## src/verilog/lf_wakeup_pkg.sv

```systemverilog
// Package of constants and types for the low-frequency wake-up sampler.
package lf_wakeup_pkg;

	// ---------------------------------------------------------------
	// Clock and timing
	// ---------------------------------------------------------------
	localparam int CLK_PERIOD_NS       = 100;          // 10 MHz system clock
	localparam int SAMPLE_INTERVAL_MS  = 1024;         // Default wake period
	localparam int ON_TIME_US          = 200;          // Default active on-time
	localparam int AUTOZERO_MIN_US     = 60;           // Auto-zero, low end
	localparam int AUTOZERO_MAX_US     = 70;           // Auto-zero, high end
	localparam int WINDOW_US           = 128;          // Sampling window
	localparam int QUALIFY_US          = 1000;         // Default carrier qualify time
	localparam int MS_NS               = 1000000;
	localparam int US_NS               = 1000;
	// Cycle counts: the auto-zero wait takes the longest value rounded up
	localparam int ON_TIME_CYC   = (ON_TIME_US * US_NS + CLK_PERIOD_NS - 1) / CLK_PERIOD_NS;
	localparam int AUTOZERO_CYC  = (AUTOZERO_MAX_US * US_NS + CLK_PERIOD_NS - 1) / CLK_PERIOD_NS;
	localparam int WINDOW_CYC    = (WINDOW_US * US_NS + CLK_PERIOD_NS - 1) / CLK_PERIOD_NS;
	localparam int QUALIFY_CYC   = (QUALIFY_US * US_NS + CLK_PERIOD_NS - 1) / CLK_PERIOD_NS;
	localparam int INTERVAL_CYC  = SAMPLE_INTERVAL_MS * (MS_NS / CLK_PERIOD_NS);
	localparam int CNT_W         = 32;

	// ---------------------------------------------------------------
	// Register map (APB byte addresses)
	// ---------------------------------------------------------------
	localparam logic [7:0] ADDR_CTRL     = 8'h00;      // Enable, mode
	localparam logic [7:0] ADDR_INTERVAL = 8'h04;      // Sample interval, cycles
	localparam logic [7:0] ADDR_ONTIME   = 8'h08;      // Sample on-time, cycles
	localparam logic [7:0] ADDR_QUALIFY  = 8'h0C;      // Carrier qualify time, cycles
	localparam logic [7:0] ADDR_STATUS   = 8'h10;      // Sticky flags, write one clears
	localparam logic [7:0] ADDR_MASK     = 8'h14;      // Interrupt mask
	localparam logic [7:0] ADDR_STATE    = 8'h18;      // Live state, read only

	// Control fields
	localparam int CTRL_EN_BIT   = 0;                  // Receiver enable bit
	localparam int CTRL_MODE_BIT = 1;                  // 0 carrier, 1 Manchester
	// Status fields
	localparam int ST_CARRIER_BIT = 0;                 // Carrier detect flag
	localparam int ST_MSG_BIT     = 1;                 // Manchester preamble wake
	localparam int ST_W           = 2;

	// Reset values
	localparam logic [31:0] CTRL_RST     = 32'h0000_0000;
	localparam logic [31:0] ONTIME_RST   = 32'(ON_TIME_CYC);
	localparam logic [31:0] QUALIFY_RST  = 32'(QUALIFY_CYC);
	localparam logic [ST_W-1:0] MASK_RST = 2'h0;

	// ---------------------------------------------------------------
	// Types
	// ---------------------------------------------------------------
	typedef enum logic [4:0] {
		ST_OFF     = 5'h01,                            // Receiver disabled
		ST_SLEEP   = 5'h02,                            // Powered down between samples
		ST_AUTOZERO= 5'h04,                            // Offset nulling
		ST_SAMPLE  = 5'h08,                            // Sampling window open
		ST_QUALIFY = 5'h10                             // Monitoring a detected signal
	} rx_state_t;

	typedef struct packed {
		logic        enable;                           // Receiver enable bit
		logic        manchester;                       // Manchester data operation
		logic [31:0] interval;                         // Sample interval cycles
		logic [31:0] on_time;                          // Sample on-time setting
		logic [31:0] qualify;                          // Carrier qualify time
	} rx_cfg_t;

	typedef struct packed {
		logic carrier_event;                           // Carrier qualified pulse
		logic message_event;                           // Preamble acquired pulse
		logic powered;                                 // Front end powered
		logic sampling;                                // Window open
	} rx_stat_t;

endpackage

```

## src/verilog/lf_sample_seq.sv

```systemverilog
// Sample sequencer: periodic power-up, auto-zero, window and qualification.
`timescale 1ns/1ps
module lf_sample_seq
	import lf_wakeup_pkg::*;
(
	input  wire logic     clock_i,                     // System clock
	input  wire logic     rst_i,                       // Synchronous reset
	input  wire rx_cfg_t  cfg_i,                       // Configuration
	input  wire logic     signal_i,                    // Detector output level
	input  wire logic     preamble_i,                  // Detector sees Manchester zeros
	output rx_stat_t      stat_o,                      // Events and live state
	output rx_state_t     state_o                      // Current state
);

	// ---------------------------------------------------------------
	// State and counters
	// ---------------------------------------------------------------
	rx_state_t        state_reg;                       // Sequencer state
	logic [CNT_W-1:0] period_cnt_reg;                  // Cycles since last power-up
	logic [CNT_W-1:0] phase_cnt_reg;                   // Cycles in current phase
	logic             carrier_ev_reg;                  // Qualified carrier pulse
	logic             msg_ev_reg;                      // Manchester message pulse

	localparam logic [CNT_W-1:0] AZ_LAST  = CNT_W'(AUTOZERO_CYC - 1);
	localparam logic [CNT_W-1:0] WIN_LAST = CNT_W'(WINDOW_CYC - 1);

	// Period wraps so the wake interval does not drift with phases
	wire period_done = (period_cnt_reg >= cfg_i.interval - 32'h0000_0001);

	// ---------------------------------------------------------------
	// Period counter
	// ---------------------------------------------------------------
	// Runs only while enabled; zeroed on the first power-up so every period is full
	always_ff @(posedge clock_i)
	begin
		if (rst_i || !cfg_i.enable || state_reg == ST_OFF)
			period_cnt_reg <= '0;
		else if (period_done)
			period_cnt_reg <= '0;
		else
			period_cnt_reg <= period_cnt_reg + 32'h0000_0001;
	end

	// ---------------------------------------------------------------
	// Sequencer
	// ---------------------------------------------------------------
	always_ff @(posedge clock_i)
	begin
		carrier_ev_reg <= 1'b0;
		msg_ev_reg     <= 1'b0;
		if (rst_i)
		begin
			state_reg     <= ST_OFF;
			phase_cnt_reg <= '0;
		end
		else if (!cfg_i.enable)
		begin
			// Disabling stops everything at once
			state_reg     <= ST_OFF;
			phase_cnt_reg <= '0;
		end
		else
		begin
			phase_cnt_reg <= phase_cnt_reg + 32'h0000_0001;
			case (state_reg)
				ST_OFF:
				begin
					// First power-up right after enabling
					state_reg     <= ST_AUTOZERO;
					phase_cnt_reg <= '0;
				end
				ST_SLEEP:
				begin
					if (period_done)
					begin
						state_reg     <= ST_AUTOZERO;
						phase_cnt_reg <= '0;
					end
				end
				ST_AUTOZERO:
				begin
					// Input ignored while the offset is nulled
					if (phase_cnt_reg == AZ_LAST)
					begin
						state_reg     <= ST_SAMPLE;
						phase_cnt_reg <= '0;
					end
				end
				ST_SAMPLE:
				begin
					if (cfg_i.manchester && preamble_i)
					begin
						// Only a preamble wakes; sync or data is ignored
						msg_ev_reg    <= 1'b1;
						state_reg     <= ST_SLEEP;
					end
					else if (!cfg_i.manchester && signal_i)
					begin
						state_reg     <= ST_QUALIFY;
						phase_cnt_reg <= '0;
					end
					else if (phase_cnt_reg == WIN_LAST ||
						phase_cnt_reg + AZ_LAST + 32'h0000_0001 >= cfg_i.on_time)
					begin
						state_reg     <= ST_SLEEP;
					end
				end
				ST_QUALIFY:
				begin
					if (!signal_i)
						state_reg     <= ST_SLEEP;     // Dropped out before qualifying
					else if (phase_cnt_reg >= cfg_i.qualify - 32'h0000_0001)
					begin
						carrier_ev_reg <= 1'b1;
						state_reg      <= ST_SLEEP;
					end
				end
				default:
					state_reg <= ST_OFF;
			endcase
		end
	end

	// ---------------------------------------------------------------
	// Outputs
	// ---------------------------------------------------------------
	assign state_o              = state_reg;
	assign stat_o.carrier_event = carrier_ev_reg;
	assign stat_o.message_event = msg_ev_reg;
	assign stat_o.powered       = (state_reg == ST_AUTOZERO) || (state_reg == ST_SAMPLE) ||
		(state_reg == ST_QUALIFY);
	assign stat_o.sampling      = (state_reg == ST_SAMPLE);
endmodule

```

## src/verilog/lf_wakeup_sampler.sv

```systemverilog
// Top level: APB registers, interrupt and pin sharing around the sequencer.
//
// Implementation choices: the register offsets and the APB interface to the registers.
`timescale 1ns/1ps

module lf_wakeup_sampler
	import lf_wakeup_pkg::*;
#(
	parameter logic [31:0] INTERVAL_DEFAULT = 32'(INTERVAL_CYC)  // Wake period, cycles
)
(
	input  wire logic        clock_i,                  // System clock
	input  wire logic        rst_i,                    // Synchronous reset
	input  wire logic        psel_i,                   // APB select
	input  wire logic        penable_i,                // APB enable
	input  wire logic        pwrite_i,                 // APB direction
	input  wire logic [7:0]  paddr_i,                  // APB byte address
	input  wire logic [31:0] pwdata_i,                 // APB write data
	output logic [31:0]      prdata_o,                 // APB read data
	output logic             pready_o,                 // APB ready
	output logic             pslverr_o,                // APB error
	input  wire logic        detect_i,                 // Detector carrier level
	input  wire logic        preamble_i,               // Detector sees preamble
	input  wire logic        pin_in_i,                 // Pad input level
	input  wire logic        port_out_i,               // Port data when pin is an output
	input  wire logic        port_oe_i,                // Port drive request
	output logic             port_in_o,                // Pad level to the port logic
	output logic             pin_out_o,                // Pad drive value
	output logic             pin_oe_o,                 // Pad drive enable
	output logic             irq_o                     // Level interrupt
);

	// ---------------------------------------------------------------
	// Registers
	// ---------------------------------------------------------------
	logic            enable_reg;                       // Receiver enable bit
	logic            mode_reg;                         // Manchester mode select
	logic [31:0]     interval_reg;                     // Sample interval
	logic [31:0]     ontime_reg;                       // Sample on-time setting
	logic [31:0]     qualify_reg;                      // Carrier qualify time
	logic [ST_W-1:0] status_reg;                       // Sticky flags
	logic [ST_W-1:0] mask_reg;                         // Interrupt mask
	logic [31:0]     prdata_reg;                       // Read data
	logic            pslverr_reg;                      // Error answer
	rx_cfg_t         cfg;                              // Config bundle
	rx_stat_t        stat;                             // Sequencer events
	rx_state_t       state;                            // Sequencer state
	logic [ST_W-1:0] events;                           // Event vector
	logic            wr_en;                            // Write access phase
	logic            rd_en;                            // Read access phase

	// Single-cycle slave: every access finishes in its first access cycle
	assign wr_en     = psel_i && penable_i && pwrite_i;
	assign rd_en     = psel_i && penable_i && !pwrite_i;
	assign pready_o  = 1'b1;
	assign prdata_o  = prdata_reg;
	assign pslverr_o = pslverr_reg;

	// Decode shared by read and write paths
	function automatic logic addr_known(input logic [7:0] a);
		addr_known = (a == ADDR_CTRL) || (a == ADDR_INTERVAL) || (a == ADDR_ONTIME) ||
			(a == ADDR_QUALIFY) || (a == ADDR_STATUS) || (a == ADDR_MASK) ||
			(a == ADDR_STATE);
	endfunction

	// ---------------------------------------------------------------
	// Control registers
	// ---------------------------------------------------------------
	// Settings are taken as written; software finishes them before enabling
	always_ff @(posedge clock_i)
	begin
		if (rst_i)
		begin
			enable_reg   <= CTRL_RST[CTRL_EN_BIT];
			mode_reg     <= CTRL_RST[CTRL_MODE_BIT];
			interval_reg <= INTERVAL_DEFAULT;
			ontime_reg   <= ONTIME_RST;
			qualify_reg  <= QUALIFY_RST;
			mask_reg     <= MASK_RST;
		end
		else if (wr_en)
		begin
			if (paddr_i == ADDR_CTRL)
			begin
				enable_reg <= pwdata_i[CTRL_EN_BIT];
				mode_reg   <= pwdata_i[CTRL_MODE_BIT];
			end
			else if (paddr_i == ADDR_INTERVAL)
				interval_reg <= pwdata_i;
			else if (paddr_i == ADDR_ONTIME)
				ontime_reg <= pwdata_i;
			else if (paddr_i == ADDR_QUALIFY)
				qualify_reg <= pwdata_i;
			else if (paddr_i == ADDR_MASK)
				mask_reg <= pwdata_i[ST_W-1:0];
		end
	end

	// ---------------------------------------------------------------
	// Sticky status
	// ---------------------------------------------------------------
	// Set beats clear so an event in the clearing cycle survives
	assign events[ST_CARRIER_BIT] = stat.carrier_event;
	assign events[ST_MSG_BIT]     = stat.message_event;

	always_ff @(posedge clock_i)
	begin
		if (rst_i)
			status_reg <= '0;
		else if (wr_en && paddr_i == ADDR_STATUS)
			status_reg <= (status_reg & ~pwdata_i[ST_W-1:0]) | events;
		else
			status_reg <= status_reg | events;
	end

	// Level interrupt holds while any unmasked flag is set
	assign irq_o = |(status_reg & mask_reg);

	// ---------------------------------------------------------------
	// Read path
	// ---------------------------------------------------------------
	always_ff @(posedge clock_i)
	begin
		if (rst_i)
		begin
			prdata_reg  <= 32'h0000_0000;
			pslverr_reg <= 1'b0;
		end
		else
		begin
			// Error answer is staged in setup and held until the next setup
			if (psel_i && !penable_i)
				pslverr_reg <= !addr_known(paddr_i);
			if (psel_i && !penable_i && !pwrite_i)
			begin
				// Data staged in setup so it is on the bus in the access cycle
				if (paddr_i == ADDR_CTRL)
					prdata_reg <= {30'h0, mode_reg, enable_reg};
				else if (paddr_i == ADDR_INTERVAL)
					prdata_reg <= interval_reg;
				else if (paddr_i == ADDR_ONTIME)
					prdata_reg <= ontime_reg;
				else if (paddr_i == ADDR_QUALIFY)
					prdata_reg <= qualify_reg;
				else if (paddr_i == ADDR_STATUS)
					prdata_reg <= {30'h0, status_reg};
				else if (paddr_i == ADDR_MASK)
					prdata_reg <= {30'h0, mask_reg};
				else if (paddr_i == ADDR_STATE)
					prdata_reg <= {25'h0, stat.sampling, stat.powered, state};
				else
					prdata_reg <= 32'h0000_0000;
			end
		end
	end

	// ---------------------------------------------------------------
	// Sequencer
	// ---------------------------------------------------------------
	assign cfg.enable     = enable_reg;
	assign cfg.manchester = mode_reg;
	assign cfg.interval   = interval_reg;
	assign cfg.on_time    = ontime_reg;
	assign cfg.qualify    = qualify_reg;

	lf_sample_seq u_seq (
		.clock_i    (clock_i),
		.rst_i      (rst_i),
		.cfg_i      (cfg),
		.signal_i   (detect_i),
		.preamble_i (preamble_i),
		.stat_o     (stat),
		.state_o    (state)
	);

	// ---------------------------------------------------------------
	// Pin sharing
	// ---------------------------------------------------------------
	// Disabled receiver hands the pad to the port; enabled keeps it an input
	assign port_in_o = pin_in_i;
	assign pin_out_o = enable_reg ? 1'b0 : port_out_i;
	assign pin_oe_o  = enable_reg ? 1'b0 : port_oe_i;
endmodule
```

## config.mk

```make
export PLATFORM = sky130hd
export DESIGN_NAME = lf_wakeup_sampler
export DESIGN_NICKNAME = d
export VERILOG_FILES = /design/src/verilog/lf_wakeup_pkg.sv /design/src/verilog/lf_sample_seq.sv /design/src/verilog/lf_wakeup_sampler.sv
export SDC_FILE = /design/constraint.sdc
export NUM_CORES = 1
export LEC_CHECK = 0
export ABC_AREA = 1
export BUFFER_PORTS_ARGS = -buffer_cell sky130_fd_sc_hd__buf_2
export CORE_MARGIN = 4
export CORE_UTILIZATION = 57
export CTS_BUF_LIST = sky130_fd_sc_hd__clkbuf_8
export DETAILED_ROUTE_END_ITERATION = 10
export PLACE_DENSITY_LB_ADDON = 0.2
export SKIP_CTS_REPAIR_TIMING = 1
export SLEW_MARGIN = 5
export SYNTH_ARGS = -nofsm -noshare
export SYNTH_HDL_FRONTEND = slang
export SYNTH_SLANG_ARGS = --single-unit
```

## constraint.sdc

```tcl
create_clock -name clock_i -period 3.35 [get_ports clock_i]
set_clock_uncertainty 0.2 [all_clocks]
set_input_delay 0 -clock clock_i [delete_from_list [all_inputs] [get_ports clock_i]]
set_output_delay 0 -clock clock_i [all_outputs]
set_load 0.1 [all_outputs]
```

* Yosys cells after proc, flatten, opt, wreduce, memory -nomap -nowiden
Cells that the tools add are included.
** Cells by class
- Add/subtract/negate cells :: 6
- Magnitude comparators :: 3
- Eq/ne operators :: 17
- Multiplexer cells :: 25
- Bitwise logic cells :: 13
- Reductions and logical operators :: 35
** Operators by type and width (count)
- $mux 32 :: 8
- $pmux 32 s4 :: 1
- $add 32x1->32 const B :: 3
- $ge 32x32->1 :: 3
- $sub 32x1->32 const B :: 2
- $mux 5 :: 7
- $add 32x10->32 const B :: 1
- $eq 32x10->1 const B :: 1
- $eq 32x11->1 const B :: 1
- $pmux 5 s5 :: 1
- $eq 8x5->1 const B :: 3
- $mux 7 :: 3
- $eq 8x4->1 const B :: 2
- $logic_or 1x1->1 :: 11
- $eq 8x3->1 const B :: 1
- $logic_not 8->1 :: 1
- $not 1->1 :: 8
- $reduce_and 4->1 :: 2
- $logic_and 1x1->1 :: 7
- $reduce_and 6->1 :: 1
- $reduce_or 2->1 :: 3
- $eq 5x1->1 const B :: 1
- $eq 5x2->1 const B :: 1
- $eq 5x3->1 const B :: 1
- other kinds (16) :: 26
** Word-level totals
- Flip-flop bits (word level) :: 206
- Input port bits :: 50
- Output and inout bits :: 38
- Word-level logic and storage cells :: 113

* Logic depth before layout (Yosys ltp)
Gate-level depths: netlist of run 1.
- Depth after elaboration :: 10
- Depth in mapped cells :: 25
- Depth with buffers taken out :: 25

* Cells and area by module
Synthesis of run 1 repeated with hierarchy kept, for this count alone.
** Unflattened totals
- Cell total of the unflattened synthesis :: 1961
- Area total of the unflattened synthesis :: 13399.1 µm²
** Modules (own cells, without submodules)
- lf_sample_seq :: instances 1, cells an instance 1193, area each 7795.0 µm², seq. area each 1421.4 µm²
- lf_wakeup_sampler :: instances 1, cells an instance 768, area each 5604.1 µm², seq. area each 2702.6 µm²

* Least setup slack after synthesis of run 1
Ideal clock, no wire load.
- Path type :: reg2reg
- Start point :: register interval_reg[0]
- End point :: register u_seq.phase_cnt_reg[22]
- Library setup time :: 111 ps
- Arrival :: 3140 ps
- Required time :: 3039 ps
- Path slack :: -101 ps
- Cell stages (with the launch flop) :: 24
- Path buffers :: 2
- Clock period less this slack :: 3451 ps
- Path through :: dfxtp_1 -> inv_1 -> ha_1 -> nand2_1 -> nor2_2 -> inv_1 -> nor2_1 -> nand4_1 -> nor2_2 -> nand3_2 -> nor2_4 -> nand4_1 -> xor2_1 -> ha_1 -> nand4_1 -> nor3_1 -> nor2b_1 -> nand2_1 -> nand4_1 -> nand3_1 -> buf_2 -> buf_2 -> nand4_1 -> inv_1
** Between the ends
- Longest elaborated chain between the ends :: 4
** RTL lines
- start: declaration :: RTL line lf_wakeup_sampler.sv:38 : logic [31:0] interval_reg;
- start signal: assignment :: RTL line lf_wakeup_sampler.sv:89 : interval_reg <= pwdata_i;
- $sub 32x1->32 :: RTL line lf_sample_seq.sv:28 : wire period_done = (period_cnt_reg >= cfg_i.interval - 32'h0000_0001);
- $ge 32x32->1 :: RTL line lf_sample_seq.sv:28
- $mux 32 :: RTL line lf_sample_seq.sv:74 : if (period_done)
- $pmux 32 s4 :: RTL line lf_sample_seq.sv:65 : case (state_reg)
- end signal: assignment :: RTL line lf_sample_seq.sv:64 : phase_cnt_reg <= phase_cnt_reg + 32'h0000_0001;
- end: declaration :: RTL line lf_sample_seq.sv:20 : logic [CNT_W-1:0] phase_cnt_reg;
Every way passes these cells.
A chain may end at the register's enable or synchronous reset.

* Worst setup path in the final report of run 1
- Start point :: register interval_reg[1]
- End point :: register u_seq.state_reg[2] (netlist: u_seq.state_o[2])
** Between the ends
- Longest elaborated chain between the ends :: 4
** RTL lines
- $sub 32x1->32 :: RTL line lf_sample_seq.sv:28
- $ge 32x32->1 :: RTL line lf_sample_seq.sv:28
- $ne 2x1->1 (no line)
- $reduce_and 4->1 (no line)
- end signal: assignment :: RTL line lf_sample_seq.sv:53 : state_reg <= ST_OFF;
- end signal: assignment :: RTL line lf_sample_seq.sv:59 : state_reg <= ST_OFF;
- end signal: assignment :: RTL line lf_sample_seq.sv:69 : state_reg <= ST_AUTOZERO;
- end: declaration :: RTL line lf_sample_seq.sv:18 : rx_state_t state_reg;
Every way passes these cells.

==> metrics.cfg, run 1 <==
[worst_setup_path]
critPathMostFrequentCell=nand4_1
reg2reg_to=u_seq.state_o[2]
startpoint_type=flop
cp_cell_sequence=inv_2 -> ha_4 -> nand2_2 -> nor2_2 -> inv_1 -> nor2_2 -> nand4_1 -> nor2_2 -> nand3_2 -> nor2_4 -> nand4_1 -> xor2_1 -> ha_1 -> nand4_1 -> nor3_2 -> nor2b_4 -> nand2_2 -> nand4_1 -> buf_4 -> nand2_4 -> nor2_4 -> nand3_1 -> nand2_1 -> nor2_1
arrival_ps=4240
r2r_slack_ps=-660
crit_type=flop to flop
worstPathRequired_ps=3580
rr_worst_depth=24
slowest_delay_ps=320
worst_r2r_startpoint=interval_reg[1]
end_kind=flop
crit_slowest_cell=dfxtp_1
crit_path_max_fanout=5

[cells_and_area]
drive_gt1_frac=0.203
fin_util=0.735
finalNetCount=2317
synthToLayoutAreaGrowth_pct=26.5
n_fill_cell=1791
seq_area_mm2=0.00413
multi_input_area_mm2=0.00792
fin_cells=2478

[synth]
synth.area.top_cells=dfxtp_1, ha_1, nand2_1
synth_most_common_cell=nand2_1
syn-cell-area_mm2=0.0131
synth.top_cell.area_share=0.314
syn_area_per_cell_um2=7.06
synthCells=1861
yosysUniqueCellTypes=52
synth-seq-cells=206
synthesis.nets=2014
yosysTopAreaCell=dfxtp_1
synthTopCellsByCount=nand2_1, inv_1, dfxtp_1
ys_dominant_reg_cell=dfxtp_1
yosysSeqAreaShare=0.314
synthArstFlopShare=0
synth_edf_count=0
synth_warnings=0

[timing]
rsz0062_at_grt=true
max_freq_mhz=250
post-route-period-util=1.20
worst_slack_ps=-655
post-route-min-period_ps=4010
setup_viol_count_final=69
slew_violations=0
tns_ps=-28070
worst_pin_slew_ps=973
hold_slack_ps=-4.60
finalHoldViolations=1
slew_headroom=0.349

[grt]
grt_max_degree=98
grt_usage=0.288
grt_pass1_wl_mm=61.2
grt_pass1_vias=12300
overflow=0
antenna_found_initial=1

[die]
start_util=0.581
core_mm2=0.0226
fp-row-count=55
ios=88
die_x_um=160
dieArea_mm2=0.0256
die_y_um=160

[routing]
drt-initial-drc-count=1451
drc=0
viasPerCell=5.55
ant_nets=0
dr.pass1.iters=6
wl_per_cell_um=16.6
vias=13800
routed_wl_mm=41.2

[placed_design]
dpl.hpwl_mm=29.0
dp_cells=2347
port_buffers=84
globalplace.congestion=0.945

[pwr]
p_leak_nw=7.70
switchingPower_mw=1.29
p_comb_frac=0.046
peakVddDrop_v=0.000277
power_density_mw_per_mm2=310
p_clk_frac=0.478
power_switching_share=0.250
internal_power_mw=3.86
seqPwrFrac=0.477
finalPower_mw=5.15

[job]
max-cap-violations=0

[clock_tree]
cts.reportedPaths.clkPinSlew_ps=70
cts.path.max_buffers=3
clock_latency_ps=560
htree_levels=2
clkSinkCount=206
root_buffer=clkbuf_8
numCtsBuffers=37
cts_tree=yes

[status]
status=finished, violations left
violations=hold timing, setup timing

[worst_hold_path]
hold_class=primary input to flop
hp-start=paddr_i[1]
holdPathEnd=mask_reg[1]
holdPathStages=8

routing by layer:
metal,vias up,track usage,wire length (um),share of wire
met5,-,0,0,0
met2,644,0.470,18800,0.46
met1,6208,0.397,17300,0.42
met4,0,0.0958,2020,0.049
li1,6725,-,-,-
met3,177,0.0346,3120,0.076
layout by cell type, fill, tap and decap left out, types with 36 or more instances in the layout:
cell type and count:
nand2_1 297, nand4_1 41, nand3_1 66, nor2_1 171
buf_4 182, inv_1 278, o21ai_0 125, dfxtp_1 205
clkbuf_8 46, ha_1 102, dlygate4sd3_1 53, nor3_1 36
a21oi_1 168, buf_2 84, xor2_1 105
metrics by stage:
step / setup slack (ps) / cell area, um2 / hold WS, ps
6_report: -655 / 16600 / -4.60
5_1_grt: -891 / 16600 / 51.6
4_1_cts: -756 / 15800 / -506
3_5_place_dp: -692 / 15000 / -199
3_3_place_gp: -596 / 15000 / -199
2_1_floorplan: -33.2 / 13200 / -73.6
cells by family after synthesis:
| kind of cell | share of synthesized area |
|---|---|
| xor+xnor | 0.0786 |
| compound gates | 0.154 |
| buf+inv | 0.100 |
| simple gates | 0.255 |
| other cells | 0.000285 |
| fa+ha+maj | 0.0980 |
| flops | 0.314 |
worst max-delay path, delay by kind of cell, from the launching register on:
family / cells / cell delay, ps
buf+inv: 3 / 370
simple gates: 18 / 2380
flops: 1 / 320
fa+ha+maj: 2 / 440
xor+xnor: 1 / 160
worst max path at each step:
stage | endpoint | slack (ps) | cells after the start | start
CTS | u_seq.phase_cnt_reg[17] | -760 | 23 | interval_reg[1]
detailed placement | u_seq.phase_cnt_reg[11] | -690 | 23 | interval_reg[1]
finish | u_seq.state_o[2] | -660 | 24 | interval_reg[1]
global route | u_seq.state_o[2] | -890 | 24 | interval_reg[1]
floorplan | u_seq.phase_cnt_reg[11] | -30 | 23 | interval_reg[0]
global placement | u_seq.phase_cnt_reg[10] | -600 | 23 | interval_reg[1]
final cells by class:
cell class / count / area share
Tap cell: 285 / 0.0214
Antenna cell: 1 / 0.000150
Timing Repair Buffer: 326 / 0.146
Clock buffer: 46 / 0.0381
Clock inverter: 21 / 0.00737
Multi-Input combinational cell: 1315 / 0.476
Inverter: 278 / 0.0627
Sequential cell: 206 / 0.248
power groups by stage:
stage / clock network (mW) / registers (mW) / logic [mW]
floorplan: 0 / 2.52 / 0.0852
global placement: 0 / 2.51 / 0.166
detailed placement: 0 / 2.51 / 0.168
CTS: 2.47 / 2.45 / 0.169
global route: 2.60 / 2.45 / 0.247
finish: 2.46 / 2.45 / 0.236
(Power assumes the default switching activity.)
==> inputs of run 2 (changes only) <==
--- a/config.mk
+++ b/config.mk
@@ -11,6 +11,7 @@
 export CORE_UTILIZATION = 57
 export CTS_BUF_LIST = sky130_fd_sc_hd__clkbuf_8
 export DETAILED_ROUTE_END_ITERATION = 10
+export HOLD_SLACK_MARGIN = 0.12
 export PLACE_DENSITY_LB_ADDON = 0.2
 export SKIP_CTS_REPAIR_TIMING = 1
 export SLEW_MARGIN = 5
==> run 2 against run 1 <==
Effect of this change: the flow finishes with violations (setup timing); count of clock-buffer cells in the layout unchanged; sequential power about the same; fmax down 0.93%; critical path depth down 8; sequential share of layout area down 0.58 points; largest cell class unchanged; largest power group unchanged.
==> metrics.cfg, run 2 (synthesis results as in run 1) <==
[clock_tree]
clkSinkCount=206  ; unchanged
cts.path.max_buffers=3  ; unchanged
cts_tree=yes
htree_levels=2  ; unchanged
clock_latency_ps=560  ; about the same
cts.reportedPaths.clkPinSlew_ps=70  ; about the same
root_buffer=clkbuf_8
numCtsBuffers=37  ; unchanged

[grt]
grt_max_degree=98  ; unchanged
grt_pass1_wl_mm=61.2  ; unchanged
grt_usage=0.288  ; unchanged
grt_pass1_vias=12300  ; unchanged
antenna_found_initial=0  ; -1
overflow=0  ; unchanged

[cells_and_area]
seq_area_mm2=0.00413  ; unchanged
fin_util=0.752  ; +0.0176
final_cell_area_mm2=0.0170  ; +2.4%
drive_gt1_frac=0.199  ; -0.00363
final_common_cell=nand2_1
fin_cells=2517  ; +1.6%
synthToLayoutAreaGrowth_pct=29.6
finalNetCount=2357  ; +1.7%
diodes=0  ; -1
n_fill_cell=1695  ; -5.4%
multi_input_area_mm2=0.00792  ; unchanged
mostFrequentLayoutCells=nand2_1, inv_1, dfxtp_1

[worst_setup_path]
crit_path_max_fanout=11  ; +6
critPathLaunch=paddr_i[7]
critPathMostFrequentCell=dlygate4sd3_1
startpoint_type=primary input
rr_worst_depth=24  ; unchanged
r2r_slack_ps=-670  ; about the same
crit_buf_inv=9  ; +6
reg2reg_to=u_seq.state_o[2]
crit_type=primary input to flop
cp.depth=16  ; -33%
path_delay_family=buffers and inverters
crit_slowest_cell=dlygate4sd3_1
worst_r2r_startpoint=interval_reg[1]
worstPathRequired_ps=3650  ; +70 ps
end_kind=flop
slowest_delay_ps=590  ; +270 ps
cp_cell_sequence=dlygate4sd3_1 -> buf_2 -> nor2_1 -> dlygate4sd3_1 -> nand3_1 -> nor2_1 -> inv_1 -> nor3_1 -> inv_2 -> dlygate4sd3_1 -> nor2_1 -> buf_4 -> nand2_1 -> dlygate4sd3_1 -> o211ai_1 -> dlygate4sd3_1
critical_path.endpoint=qualify_reg[9]
arrival_ps=4350  ; +110 ps

[job]
max-cap-violations=0  ; unchanged

[placed_design]
port_buffers=84  ; unchanged
globalplace.congestion=0.945  ; unchanged
dpl.hpwl_mm=29.0  ; unchanged
placedInstanceArea_mm2=0.0150  ; unchanged
place_ws_ps=-692  ; unchanged
dp_cells=2347  ; unchanged

[routing]
routed_wl_mm=42.8  ; +3.8%
ant_nets=0  ; unchanged
drt-initial-drc-count=1647  ; +14%
dr.pass1.iters=8  ; +2
drc=0  ; unchanged
vias=14200  ; +2.9%
wl_per_cell_um=17.0  ; +2.2%
viasPerCell=5.62  ; +1.3%

[worst_hold_path]
hold_class=primary input to flop
hp-start=pwdata_i[28]

[die]
fp-row-count=55  ; unchanged
ios=88  ; unchanged
start_util=0.581  ; unchanged
dieArea_mm2=0.0256  ; unchanged
core_mm2=0.0226  ; unchanged
die_y_um=160  ; unchanged
die_x_um=160  ; unchanged

[timing]
setup_viol_count_final=106  ; +54%
slew_violations=0  ; unchanged
max_freq_mhz=247  ; -0.93%
finalHoldViolations=0  ; -1
post-route-min-period_ps=4040  ; +37.5 ps
worst_pin_slew_ps=973  ; unchanged
tns_ps=-36660  ; -8580 ps
rsz0062_at_grt=true
post-route-period-util=1.21  ; +0.0112
slew_headroom=0.349  ; unchanged
worst_slack_ps=-693  ; -37.5 ps
hold_slack_ps=109  ; +113 ps

[pwr]
power_density_mw_per_mm2=303  ; -2.0%
peakVddDrop_v=0.000277  ; about the same
finalPower_mw=5.17  ; +0.33%
p_leak_nw=7.82  ; +1.5%

[status]
violations=setup timing
status=finished, violations left

run 2: cell types whose count changed in the layout (fill, tap and decap cells not counted):
cell,before,now
diode_2,1,0
dlygate4sd3_1,53,93
run 2: how the worst min path moves through the flow:
stage                                   to  slack (ps)  depth (start not counted)
after detailed placement         port_in_o        -200                          0
after CTS                    ontime_reg[6]        -510                          3
after global placement           port_in_o        -200                          0
after floorplan           interval_reg[18]         -70                          2
after global routing      interval_reg[28]          90                          4
final                     interval_reg[28]         110                          4
run 2: worst register-to-register path: cells and delay by family (launching register included):
kind,cells,cell delay (ps)
buffers and inverters,3,370
adders and majority gates,2,440
DFF,1,320
and+or+nand+nor,18,2410
xor gates and xnor gates,1,160
run 2: metal layers:
layer / vias to the layer above / GRT usage / part of all wire
li1: 6803 / - / -
met1: 6404 / 0.397 / 0.41
met2: 753 / 0.470 / 0.46
met3: 195 / 0.0346 / 0.087
met4: 0 / 0.0958 / 0.050
met5: - / 0 / 0
run 2: area by class of cell:
class | count | area share
inverters | 278 | 0.0613
repair buffers | 366 | 0.167
clock buffers | 46 | 0.0372
multi-input cells | 1315 | 0.465
clock inverters | 21 | 0.00720
flip-flops and latches | 206 | 0.242
well taps | 285 | 0.0209
run 2: power by group:
part / leakage (nW) / switching (mW) / total, mW / internal (mW)
sequential: 1.66 / 0.00208 / 2.45 / 2.45
clock: 0.446 / 1.13 / 2.46 / 1.32
combinational: 5.72 / 0.158 / 0.252 / 0.0944
